===== src/hw/lsbe_params.svh =====
// Offsets, field positions, reset values and cycle counts of the load/store/bit execution unit
`ifndef LSBE_PARAMS_SVH
`define LSBE_PARAMS_SVH

// Register port offsets; general registers occupy 8'h00 to 8'h1F
`define LSBE_OFS_GPR_LAST   8'h1F
`define LSBE_OFS_STATUS     8'h20
`define LSBE_OFS_SP_LO      8'h21
`define LSBE_OFS_SP_HI      8'h22

// Status register bit positions
`define LSBE_FLG_C          3'h0
`define LSBE_FLG_Z          3'h1
`define LSBE_FLG_N          3'h2
`define LSBE_FLG_V          3'h3
`define LSBE_FLG_S          3'h4
`define LSBE_FLG_T          3'h6

// Low byte of each pointer pair in the register file
`define LSBE_PTR_X_LO       5'h1A
`define LSBE_PTR_Y_LO       5'h1C
`define LSBE_PTR_Z_LO       5'h1E

// Reset values
`define LSBE_RST_STATUS     8'h00
`define LSBE_RST_SP         16'h0000
`define LSBE_RST_GPR        8'h00

// Cycle counts of the two instruction classes
`define LSBE_CYC_SHORT      1
`define LSBE_CYC_LONG       2

`endif


===== src/hw/lsbe_pkg.sv =====
// Types of the load/store/bit execution unit
`default_nettype none
package lsbe_pkg;

    typedef enum logic [3:0] {
        OP_LOAD_INDIRECT,
        OP_LOAD_DISPLACED,
        OP_LOAD_DIRECT,
        OP_STORE_INDIRECT,
        OP_STORE_DISPLACED,
        OP_STORE_DIRECT,
        OP_PUSH,
        OP_POP,
        OP_IO_BIT_SET,
        OP_IO_BIT_CLEAR,
        OP_ROTATE_LEFT_CARRY,
        OP_ROTATE_RIGHT_CARRY,
        OP_BIT_TO_TRANSFER_FLAG,
        OP_BIT_FROM_TRANSFER_FLAG,
        OP_CLEAR_SIGNED
    } lsbe_op_t;

    typedef enum logic [1:0] {
        PTR_X,
        PTR_Y,
        PTR_Z
    } lsbe_ptr_t;

    typedef enum logic [1:0] {
        PMODE_PLAIN,
        PMODE_POST_INC,
        PMODE_PRE_DEC
    } lsbe_pmode_t;

    typedef enum logic {
        ST_IDLE,
        ST_FINISH
    } lsbe_state_t;

    typedef struct packed {
        lsbe_op_t    op;
        logic [4:0]  gpr;
        lsbe_ptr_t   ptr;
        lsbe_pmode_t mode;
        logic [5:0]  disp;
        logic [15:0] addr;
        logic [5:0]  io_addr;
        logic [2:0]  bit_sel;
    } lsbe_instr_t;

endpackage

`default_nettype wire


===== src/hw/lsbe_exec.sv =====
// Execution unit for data transfer, stack, I/O bit and rotate/transfer-flag instructions
// Notes on behaviour
// RULE_01 - Post-increment load reads byte at pointer, then pointer plus one; 2 cycles.
// RULE_02 - Pre-decrement load lowers pointer first, reads new address; 2 cycles, no flags.
// RULE_03 - Displaced load reads Y or Z plus displacement; pointer kept; 2 cycles.
// RULE_04 - Direct load reads byte at instruction address; 2 cycles, flags kept.
// RULE_05 - Post-increment store writes at pointer, then pointer plus one; 2 cycles.
// RULE_06 - Pre-decrement store lowers pointer, writes at new address; 2 cycles.
// RULE_07 - Displaced store writes at Y or Z plus displacement; pointer kept; 2 cycles.
// RULE_08 - Direct store writes at instruction address; 2 cycles, flags kept.
// RULE_09 - Push writes register onto stack; 2 cycles, no flag change.
// RULE_10 - Pop loads register from stack top; 2 cycles, no flag change.
// RULE_11 - I/O bit set forces one bit high, others kept; 2 cycles.
// RULE_12 - I/O bit clear forces one bit low, others kept; 2 cycles.
// RULE_13 - Rotate left through carry; updates Z, C, N, V in 1 cycle.
// RULE_14 - Rotate right through carry; updates Z, C, N, V in 1 cycle.
// RULE_15 - Bit store copies selected register bit into transfer flag in 1 cycle.
// RULE_16 - Bit load copies transfer flag into selected register bit; flags kept.
// RULE_17 - Clear-signed instruction clears only the signed-test flag.
// RULE_18 - Pointer steps act on full 16-bit pair and wrap modulo 65536.
`timescale 1ns/10ps
`default_nettype none
`include "lsbe_params.svh"
module lsbe_exec (
    // Clock and reset
    input  wire logic               sys_clk,
    input  wire logic               rst_n,
    // Instruction issue
    input  wire logic               start,
    input  wire lsbe_pkg::lsbe_instr_t instr,
    output logic                    busy,
    output logic                    done,
    // Data memory, read data valid in the cycle of mem_re
    output logic [15:0]             mem_addr,
    output logic                    mem_re,
    output logic                    mem_we,
    output logic [7:0]              mem_wdata,
    input  wire logic [7:0]         mem_rdata,
    // I/O space, read data valid in the cycle of io_re
    output logic [5:0]              io_addr,
    output logic                    io_re,
    output logic                    io_we,
    output logic [7:0]              io_wdata,
    input  wire logic [7:0]         io_rdata,
    // Register port
    input  wire logic [7:0]         reg_addr,
    input  wire logic [7:0]         reg_wdata,
    input  wire logic               reg_wr,
    input  wire logic               reg_rd,
    output logic [7:0]              reg_rdata,
    // Status view
    output logic [7:0]              status
);
    import lsbe_pkg::*;

    function automatic logic [4:0] ptr_lo(input lsbe_ptr_t p);
        unique case (p)
            PTR_X:   ptr_lo = `LSBE_PTR_X_LO;
            PTR_Y:   ptr_lo = `LSBE_PTR_Y_LO;
            PTR_Z:   ptr_lo = `LSBE_PTR_Z_LO;
            default: ptr_lo = `LSBE_PTR_Z_LO;
        endcase
    endfunction

    // Flags after a rotate: V and S follow from the new N and C
    function automatic logic [7:0] rot_flags(input logic [7:0] old, input logic [7:0] res,
                                             input logic c);
        logic [7:0] f;
        f = old;
        f[`LSBE_FLG_C] = c;
        f[`LSBE_FLG_Z] = (res == 8'h00);
        f[`LSBE_FLG_N] = res[7];
        f[`LSBE_FLG_V] = res[7] ^ c;
        f[`LSBE_FLG_S] = c;
        return f;
    endfunction

    lsbe_state_t  state_reg,  state_next;
    lsbe_instr_t  cmd_reg,    cmd_next;
    logic [7:0]   status_reg, status_next;
    logic [15:0]  sp_reg,     sp_next;
    logic         busy_reg,   busy_next;
    logic         done_reg,   done_next;
    logic [15:0]  mem_addr_reg,  mem_addr_next;
    logic         mem_re_reg,    mem_re_next;
    logic         mem_we_reg,    mem_we_next;
    logic [7:0]   mem_wdata_reg, mem_wdata_next;
    logic [5:0]   io_addr_reg,   io_addr_next;
    logic         io_re_reg,     io_re_next;
    logic         io_we_reg,     io_we_next;
    logic [7:0]   io_wdata_reg,  io_wdata_next;
    logic [7:0]   bus_rdata_reg, bus_rdata_next;
    logic [7:0]   rf [32];
    logic         rf_we, ptr_we, accept, bus_wr_ok;
    logic [4:0]   rf_idx, ptr_idx;
    logic [15:0]  ptr_val, ptr_cur, ptr_view;
    logic [7:0]   rf_data, src_cur, data_view, rot_res;

    assign accept    = start && (state_reg == ST_IDLE);
    // Software writes only land while the core is idle, so they never race a core write
    assign bus_wr_ok = reg_wr && !start && (state_reg == ST_IDLE);
    assign ptr_cur   = {rf[5'(ptr_lo(instr.ptr) + 5'h01)], rf[ptr_lo(instr.ptr)]};
    assign ptr_view  = {rf[5'(ptr_lo(cmd_reg.ptr) + 5'h01)], rf[ptr_lo(cmd_reg.ptr)]};
    assign src_cur   = rf[instr.gpr];
    assign data_view = rf[cmd_reg.gpr];

    always_comb begin
        state_next     = state_reg;
        cmd_next       = cmd_reg;
        status_next    = status_reg;
        sp_next        = sp_reg;
        busy_next      = busy_reg;
        done_next      = 1'b0;
        mem_addr_next  = mem_addr_reg;
        mem_re_next    = 1'b0;
        mem_we_next    = 1'b0;
        mem_wdata_next = mem_wdata_reg;
        io_addr_next   = io_addr_reg;
        io_re_next     = 1'b0;
        io_we_next     = 1'b0;
        io_wdata_next  = io_wdata_reg;
        rf_we          = 1'b0;
        rf_idx         = instr.gpr;
        rf_data        = src_cur;
        ptr_we         = 1'b0;
        ptr_idx        = ptr_lo(cmd_reg.ptr);
        ptr_val        = mem_addr_reg;
        rot_res        = 8'h00;
        unique case (state_reg)
            ST_IDLE: begin
                if (accept) begin
                    cmd_next   = instr;
                    state_next = ST_FINISH;
                    busy_next  = 1'b1;
                    mem_wdata_next = src_cur;
                    unique case (instr.op)
                        OP_LOAD_INDIRECT, OP_STORE_INDIRECT: begin
                            // Pre-decrement address formed before the access [RULE_02] [RULE_06]
                            mem_addr_next = (instr.mode == PMODE_PRE_DEC) ?
                                            16'(ptr_cur - 16'h0001) : ptr_cur; // [RULE_18]
                            mem_re_next   = (instr.op == OP_LOAD_INDIRECT);
                            mem_we_next   = (instr.op == OP_STORE_INDIRECT);
                        end
                        OP_LOAD_DISPLACED, OP_STORE_DISPLACED: begin
                            mem_addr_next = 16'(ptr_cur + {10'h000, instr.disp}); // [RULE_03] [RULE_07]
                            mem_re_next   = (instr.op == OP_LOAD_DISPLACED);
                            mem_we_next   = (instr.op == OP_STORE_DISPLACED);
                        end
                        OP_LOAD_DIRECT, OP_STORE_DIRECT: begin
                            mem_addr_next = instr.addr; // [RULE_04] [RULE_08]
                            mem_re_next   = (instr.op == OP_LOAD_DIRECT);
                            mem_we_next   = (instr.op == OP_STORE_DIRECT);
                        end
                        OP_PUSH: begin
                            mem_addr_next = sp_reg; // [RULE_09]
                            mem_we_next   = 1'b1;
                        end
                        OP_POP: begin
                            mem_addr_next = 16'(sp_reg + 16'h0001); // [RULE_10]
                            mem_re_next   = 1'b1;
                        end
                        OP_IO_BIT_SET, OP_IO_BIT_CLEAR: begin
                            io_addr_next = instr.io_addr;
                            io_re_next   = 1'b1;
                        end
                        default: begin
                            // Single-cycle group finishes at the accepting edge
                            state_next = ST_IDLE;
                            busy_next  = 1'b0;
                            done_next  = 1'b1;
                            if (instr.op == OP_ROTATE_LEFT_CARRY) begin
                                rot_res     = {src_cur[6:0], status_reg[`LSBE_FLG_C]}; // [RULE_13]
                                rf_we       = 1'b1;
                                rf_data     = rot_res;
                                status_next = rot_flags(status_reg, rot_res, src_cur[7]);
                            end else if (instr.op == OP_ROTATE_RIGHT_CARRY) begin
                                rot_res     = {status_reg[`LSBE_FLG_C], src_cur[7:1]}; // [RULE_14]
                                rf_we       = 1'b1;
                                rf_data     = rot_res;
                                status_next = rot_flags(status_reg, rot_res, src_cur[0]);
                            end else if (instr.op == OP_BIT_TO_TRANSFER_FLAG) begin
                                status_next[`LSBE_FLG_T] = src_cur[instr.bit_sel]; // [RULE_15]
                            end else if (instr.op == OP_BIT_FROM_TRANSFER_FLAG) begin
                                rf_we   = 1'b1;
                                rf_data[instr.bit_sel] = status_reg[`LSBE_FLG_T]; // [RULE_16]
                            end else if (instr.op == OP_CLEAR_SIGNED) begin
                                status_next[`LSBE_FLG_S] = 1'b0; // [RULE_17]
                            end
                        end
                    endcase
                end else if (bus_wr_ok) begin
                    rf_idx  = reg_addr[4:0];
                    rf_data = reg_wdata;
                    rf_we   = (reg_addr <= `LSBE_OFS_GPR_LAST);
                    if (reg_addr == `LSBE_OFS_STATUS) status_next = reg_wdata;
                    if (reg_addr == `LSBE_OFS_SP_LO)  sp_next[7:0] = reg_wdata;
                    if (reg_addr == `LSBE_OFS_SP_HI)  sp_next[15:8] = reg_wdata;
                end
            end
            ST_FINISH: begin
                state_next = ST_IDLE;
                busy_next  = 1'b0;
                done_next  = 1'b1;
                rf_idx     = cmd_reg.gpr;
                rf_data    = mem_rdata;
                rf_we      = mem_re_reg; // [RULE_01] [RULE_02] [RULE_03] [RULE_04] [RULE_10]
                if ((cmd_reg.op == OP_LOAD_INDIRECT) || (cmd_reg.op == OP_STORE_INDIRECT)) begin
                    // Pre-decrement value already sits in the address register
                    ptr_we  = (cmd_reg.mode != PMODE_PLAIN); // [RULE_02] [RULE_06]
                    ptr_val = (cmd_reg.mode == PMODE_POST_INC) ?
                              16'(mem_addr_reg + 16'h0001) : mem_addr_reg; // [RULE_01] [RULE_05] [RULE_18]
                end
                if (cmd_reg.op == OP_PUSH) sp_next = 16'(sp_reg - 16'h0001); // [RULE_09]
                if (cmd_reg.op == OP_POP) sp_next = mem_addr_reg; // [RULE_10]
                if (cmd_reg.op == OP_IO_BIT_SET || cmd_reg.op == OP_IO_BIT_CLEAR) begin
                    io_we_next = 1'b1;
                    io_wdata_next = io_rdata;
                    io_wdata_next[cmd_reg.bit_sel] = (cmd_reg.op == OP_IO_BIT_SET); // [RULE_11] [RULE_12]
                end
            end
        endcase
        bus_rdata_next = 8'h00;
        if (reg_rd && reg_addr <= `LSBE_OFS_GPR_LAST) bus_rdata_next = rf[reg_addr[4:0]];
        else if (reg_rd && reg_addr == `LSBE_OFS_STATUS) bus_rdata_next = status_reg;
        else if (reg_rd && reg_addr == `LSBE_OFS_SP_LO) bus_rdata_next = sp_reg[7:0];
        else if (reg_rd && reg_addr == `LSBE_OFS_SP_HI) bus_rdata_next = sp_reg[15:8];
    end

    always_ff @(posedge sys_clk or negedge rst_n) begin
        if (!rst_n) begin
            state_reg     <= ST_IDLE;
            cmd_reg       <= '0;
            status_reg    <= `LSBE_RST_STATUS;
            sp_reg        <= `LSBE_RST_SP;
            busy_reg      <= 1'b0;
            done_reg      <= 1'b0;
            mem_addr_reg  <= 16'h0000;
            mem_re_reg    <= 1'b0;
            mem_we_reg    <= 1'b0;
            mem_wdata_reg <= 8'h00;
            io_addr_reg   <= 6'h00;
            io_re_reg     <= 1'b0;
            io_we_reg     <= 1'b0;
            io_wdata_reg  <= 8'h00;
            bus_rdata_reg <= 8'h00;
            for (int i = 0; i < 32; i++) rf[i] <= `LSBE_RST_GPR;
        end else begin
            state_reg     <= state_next;
            cmd_reg       <= cmd_next;
            status_reg    <= status_next;
            sp_reg        <= sp_next;
            busy_reg      <= busy_next;
            done_reg      <= done_next;
            mem_addr_reg  <= mem_addr_next;
            mem_re_reg    <= mem_re_next;
            mem_we_reg    <= mem_we_next;
            mem_wdata_reg <= mem_wdata_next;
            io_addr_reg   <= io_addr_next;
            io_re_reg     <= io_re_next;
            io_we_reg     <= io_we_next;
            io_wdata_reg  <= io_wdata_next;
            bus_rdata_reg <= bus_rdata_next;
            // Data write follows the pointer write so it wins on overlap
            if (ptr_we) begin
                rf[ptr_idx]                <= ptr_val[7:0];
                rf[5'(ptr_idx + 5'h01)]    <= ptr_val[15:8];
            end
            if (rf_we) rf[rf_idx] <= rf_data;
        end
    end

    assign busy      = busy_reg;
    assign done      = done_reg;
    assign mem_addr  = mem_addr_reg;
    assign mem_re    = mem_re_reg;
    assign mem_we    = mem_we_reg;
    assign mem_wdata = mem_wdata_reg;
    assign io_addr   = io_addr_reg;
    assign io_re     = io_re_reg;
    assign io_we     = io_we_reg;
    assign io_wdata  = io_wdata_reg;
    assign reg_rdata = bus_rdata_reg;
    assign status    = status_reg;
endmodule

`default_nettype wire


===== config.mk =====
export PLATFORM = sky130hd
export DESIGN_NAME = lsbe_exec
export DESIGN_NICKNAME = d
export VERILOG_FILES = /design/src/hw/lsbe_pkg.sv /design/src/hw/lsbe_exec.sv
export VERILOG_INCLUDE_DIRS = /design/src /design/src/hw
export SDC_FILE = /design/constraint.sdc
export NUM_CORES = 1
export LEC_CHECK = 0
export BUFFER_PORTS_ARGS = -buffer_cell sky130_fd_sc_hd__buf_2
export CORE_UTILIZATION = 56
export CTS_BUF_LIST = sky130_fd_sc_hd__clkbuf_8
export DETAILED_ROUTE_END_ITERATION = 8
export PLACE_DENSITY = 0.79
export RECOVER_POWER = 50
export SYNTH_ARGS = -nofsm -noshare
export SYNTH_HDL_FRONTEND = slang
export SYNTH_SLANG_ARGS = --single-unit

===== constraint.sdc =====
create_clock -name sys_clk -period 3.49 [get_ports sys_clk]
set_input_delay 0 -clock sys_clk [delete_from_list [all_inputs] [get_ports sys_clk]]
set_output_delay 0 -clock sys_clk [all_outputs]
set_load 0.02 [all_outputs]

==> reports/results.tsv <==
stage	metric	value	unit
global_route	global route overflow	0	
placement	post-detail-place hpwl	47540	um
floorplan	chip width	196.1	um
critical_path	launch point of the worst reg-to-reg path	rf[2]$_DFF_PN0_	
synthesis	Unique masters post-synth	73	
routing	via count	18760	
routing	DRT Wirelength	70880	um
critical_path	CP Data Required Time	4.00	ns
timing	clock skew	0.04786	ns
pwr	internal power	0.01009	W
outcome	status	finished, violations left	
synthesis	syn_nets	2215	
global_route	met2 usage	56.99	%
timing	Fmax	302.3	MHz
clock_network	TritonCTS clock tree	done	
critical_path	crit path cell chain	mux4_2, mux4_2, mux2i_2, mux2_2, mux2i_1, a21boi_2, buf_4, o21ai_0	
global_route	initial antenna violation count	1	
timing	Slew Viols, Final	335	
global_route	vias in the first global route	18480	
synthesis	Primary FF master, synth	dfrtp_1	
timing	Hold Fails Final Rpt	0	
global_route	M1 GR Usage	49.51	%
critical_path	slowest stage cell on the critical path	mux2i_2	
pwr	combinational share of power	35.3	%
placement	I/O Buffers	140	
critical_path	crit-path most repeated cell	mux4_2	
floorplan	Initial Util	57.22	%
routing	# DRC	0	
pwr	part of the power in registers	39.9	%
placement	dpl cell area	22440	um2
synthesis	area leader, netlist	dfrtp_1	
clock_network	insertion delay to the later sink of the worst-skew pair	0.70	ns
layout	max FFs per register	256	
layout	design area	24280	um2
critical_path	Max FO, Critical Path	32	
timing	slew at the pin with the worst max-slew slack	2.150	ns
global_route	gr busiest metal	met2	
layout	non-filler cells in the finished layout	2818	
critical_path	reg-to-reg endpoint	rf[210]$_DFFE_PN0P_	
synthesis	post-synth top area share	41.39	%
synthesis	register area share after synthesis	41.39	%
routing	initial DRC count	2344	
routing	antenna-violating nets left	0	
timing	Setup TNS	0	ns
synthesis	Mapped Cells	2121	
clock_network	postcts setup bufs	0	
floorplan	number of placement rows	70	
critical_path	CP startpoint kind	flip-flop	
clock_network	Root Driver	clkbuf_8	
critical_path	crit path to	rf[210]$_DFFE_PN0P_	
min_path	hold crit path type	input pin to flip-flop	
placement	dpl cells	2651	
pwr	Worst VDD drop	312.0	uV
critical_path	Largest stage delay, worst path	0.51	ns
global_route	first-pass GRT wire length	109000	um
synthesis	ys async rst share	100.0	%
critical_path	Crit Path Class	flip-flop to flip-flop	
critical_path	Worst setup EP type	flip-flop	
clock_network	clock buffer depth	3	
run	MaxCap Viol Count	4	
outcome	failing checks	max-capacitance violations, max-slew violations	
synthesis	Seq cells post-synth	349	
layout	post-layout net count	2366	
global_route	largest net degree at the start of global routing	89	
routing	drt first pass iters	6	
clock_network	CTS Buf Count	56	
pwr	P_sw	0.006288	W
global_route	grt met3 use	9.885	%
synthesis	largest cells by area after synthesis	dfrtp_1 (41%), mux4_2 (17%), nand2_1 (7.4%)	
critical_path	r2r setup slk	0.18	ns
floorplan	Die Footprint	38460	um2
layout	Most flops, register	rf	
synthesis	Post-synth EDFFs	0	
timing	Tcrit/Tclk final	94.77	%
timing	final hold slack	0.01523	ns
timing	min Tclk post-route	3.307	ns
layout	synthesis-to-finish area growth	15.10	%
timing	RSZ-0062 raised after global routing	no	
routing	Routed WL per cell	25.15	um
placement	RePlAce Congestion	0.9921	
clock_network	htree depth	2	
pwr	Pwr per Cell Area	674.3	nW/um2
global_route	GRT Util Overall	37.42	%
synthesis	Avg Inst Size Synth	9.947	um2
layout	layout cell share with drive strength beyond 1	21.40	%
clock_network	clock slew at reported path FFs	0.07	ns
critical_path	arrival time worst endpoint	3.82	ns
synthesis	Netlist Area Pre-Place	21100	um2
critical_path	Setup crit start	rf[2]$_DFF_PN0_	
synthesis	Ys Warns	0	
pwr	Net Sw Frac	38.40	%
pwr	Lkg Pwr	10.19	nW
critical_path	FF-to-FF path depth	8	
pwr	Clk pwr share	24.7	%
floorplan	core area	36870	um2
floorplan	Die H	196.1	um
clock_network	# clock sinks	349	
floorplan	num ports	141	
timing	Setup Viol. Count Final	0	
routing	via/cell ratio	6.659	
timing	slew margin rel.	-43.32	%
## through the flow
| stage | worst slack (ns) | power [W] | util [%] |
|---|---|---|---|
| floorplan | 0.6727 | 0.009895 | - |
| global placement | -0.02928 | 0.01184 | 60.86 |
| finish | 0.1825 | 0.01638 | 65.86 |
| detailed placement | -0.07847 | 0.01205 | 60.86 |
| global route | 0.06284 | 0.01708 | 65.85 |
| CTS | 0.1357 | 0.01619 | 66.18 |
## synthesized netlist by cell type (10+ instances only)
cell type,number
clkbuf_1,139
clkbuf_2,11
dfrtp_1,349
a21oi_1,76
o21ai_0,275
ha_1,12
inv_1,22
nand2_1,418
nor3_1,24
o21ai_1,41
o211ai_1,55
nor2b_1,18
or3_1,12
nand2b_1,19
buf_1,20
mux4_2,161
nand3_1,28
a31oi_1,12
or2_2,17
mux2i_1,48
xnor2_1,41
mux2_2,27
a211oi_1,10
xor2_1,27
nor4_1,15
nor2_1,89
## metal layers
metal | vias up | wire length [um] | part of all wire (%)
met2 | 1355 | 31800 | 45
met4 | 0 | 4095 | 5.8
met5 | - | 0 | 0
met1 | 9134 | 26460 | 37
met3 | 263 | 8526 | 12
li1 | 8012 | - | -
## cells in the final DEF (no fill, tap or decap), types with 17 or more instances in the layout
cell type,n
dfrtp_1,349
nand2_1,418
a21oi_1,75
o21ai_0,275
clkbuf_1,33
xor2_1,27
nand3_1,28
xnor2_1,41
clkbuf_8,71
or2_2,17
dlygate4sd3_1,66
nor3_1,22
nor2b_1,18
nor2_1,88
nand2b_1,19
buf_2,108
mux4_2,161
mux2i_1,47
inv_1,36
buf_4,62
o21ai_1,41
mux2_2,27
o211ai_1,55
## critical path, delay by kind of cell, from the launching register on
kind	cells	cell delay, ns
buf+inv	1	0.36
compound gates	2	0.48
mux	5	1.88
flops	1	0.43
## cell families (layout without fill, tap and decap cells)
logic type	count (synthesis)	after routing	synth area share (%)
buffers and inverters	213	405	4.139
other	0	1	0
adder cells (fa/ha/maj)	13	13	0.8065
AND/OR/NAND/NOR	696	696	14.59
AO/OA/AOI/OAI	541	541	14.97
flip-flops	349	349	41.39
multiplexers	241	241	21.27
XOR/XNOR	68	68	2.823
## power groups by stage
| stage | logic (W) | registers (W) | clock network [W] |
|---|---|---|---|
| floorplan | 0.00377 | 0.00612 | 0 |
| global placement | 0.00541 | 0.00644 | 0 |
| detailed placement | 0.00555 | 0.00650 | 0 |
| CTS | 0.00568 | 0.00645 | 0.00406 |
| global route | 0.00621 | 0.00664 | 0.00423 |
| finish | 0.00578 | 0.00654 | 0.00405 |
## repair_timing
item,4_1_cts,5_1_grt
endpoints found under the setup margin,0,63
endpoints found under the hold margin,439,0
gates resized for setup,0,1
hold buffers,67,0
## layout make-up
class,instances,area (um2)
fill,2817,12590
sequential,349,8733
timing repair buffer,283,2026
clock buffer,71,977.2
tap,504,630.6
multi-input combinational,1559,11530
antenna,1,2.502
clock inverter,28,295.3
inverter,23,86.33
## worst min-delay path by stage
stage                      start                 endpoint  depth (start not counted)
finish              mem_rdata[3]      rf[107]$_DFFE_PN0P_                          5
detailed placement         rst_n  io_wdata[2]$_DFFE_PN0P_                          1
global route        mem_rdata[3]      rf[211]$_DFFE_PN0P_                          5
CTS                 mem_rdata[3]      rf[107]$_DFFE_PN0P_                          5
global placement           rst_n  io_wdata[2]$_DFFE_PN0P_                          1
floorplan                  rst_n         busy$_DFFE_PN0P_                          0
Note: power is estimated with default switching activity, not from simulation.
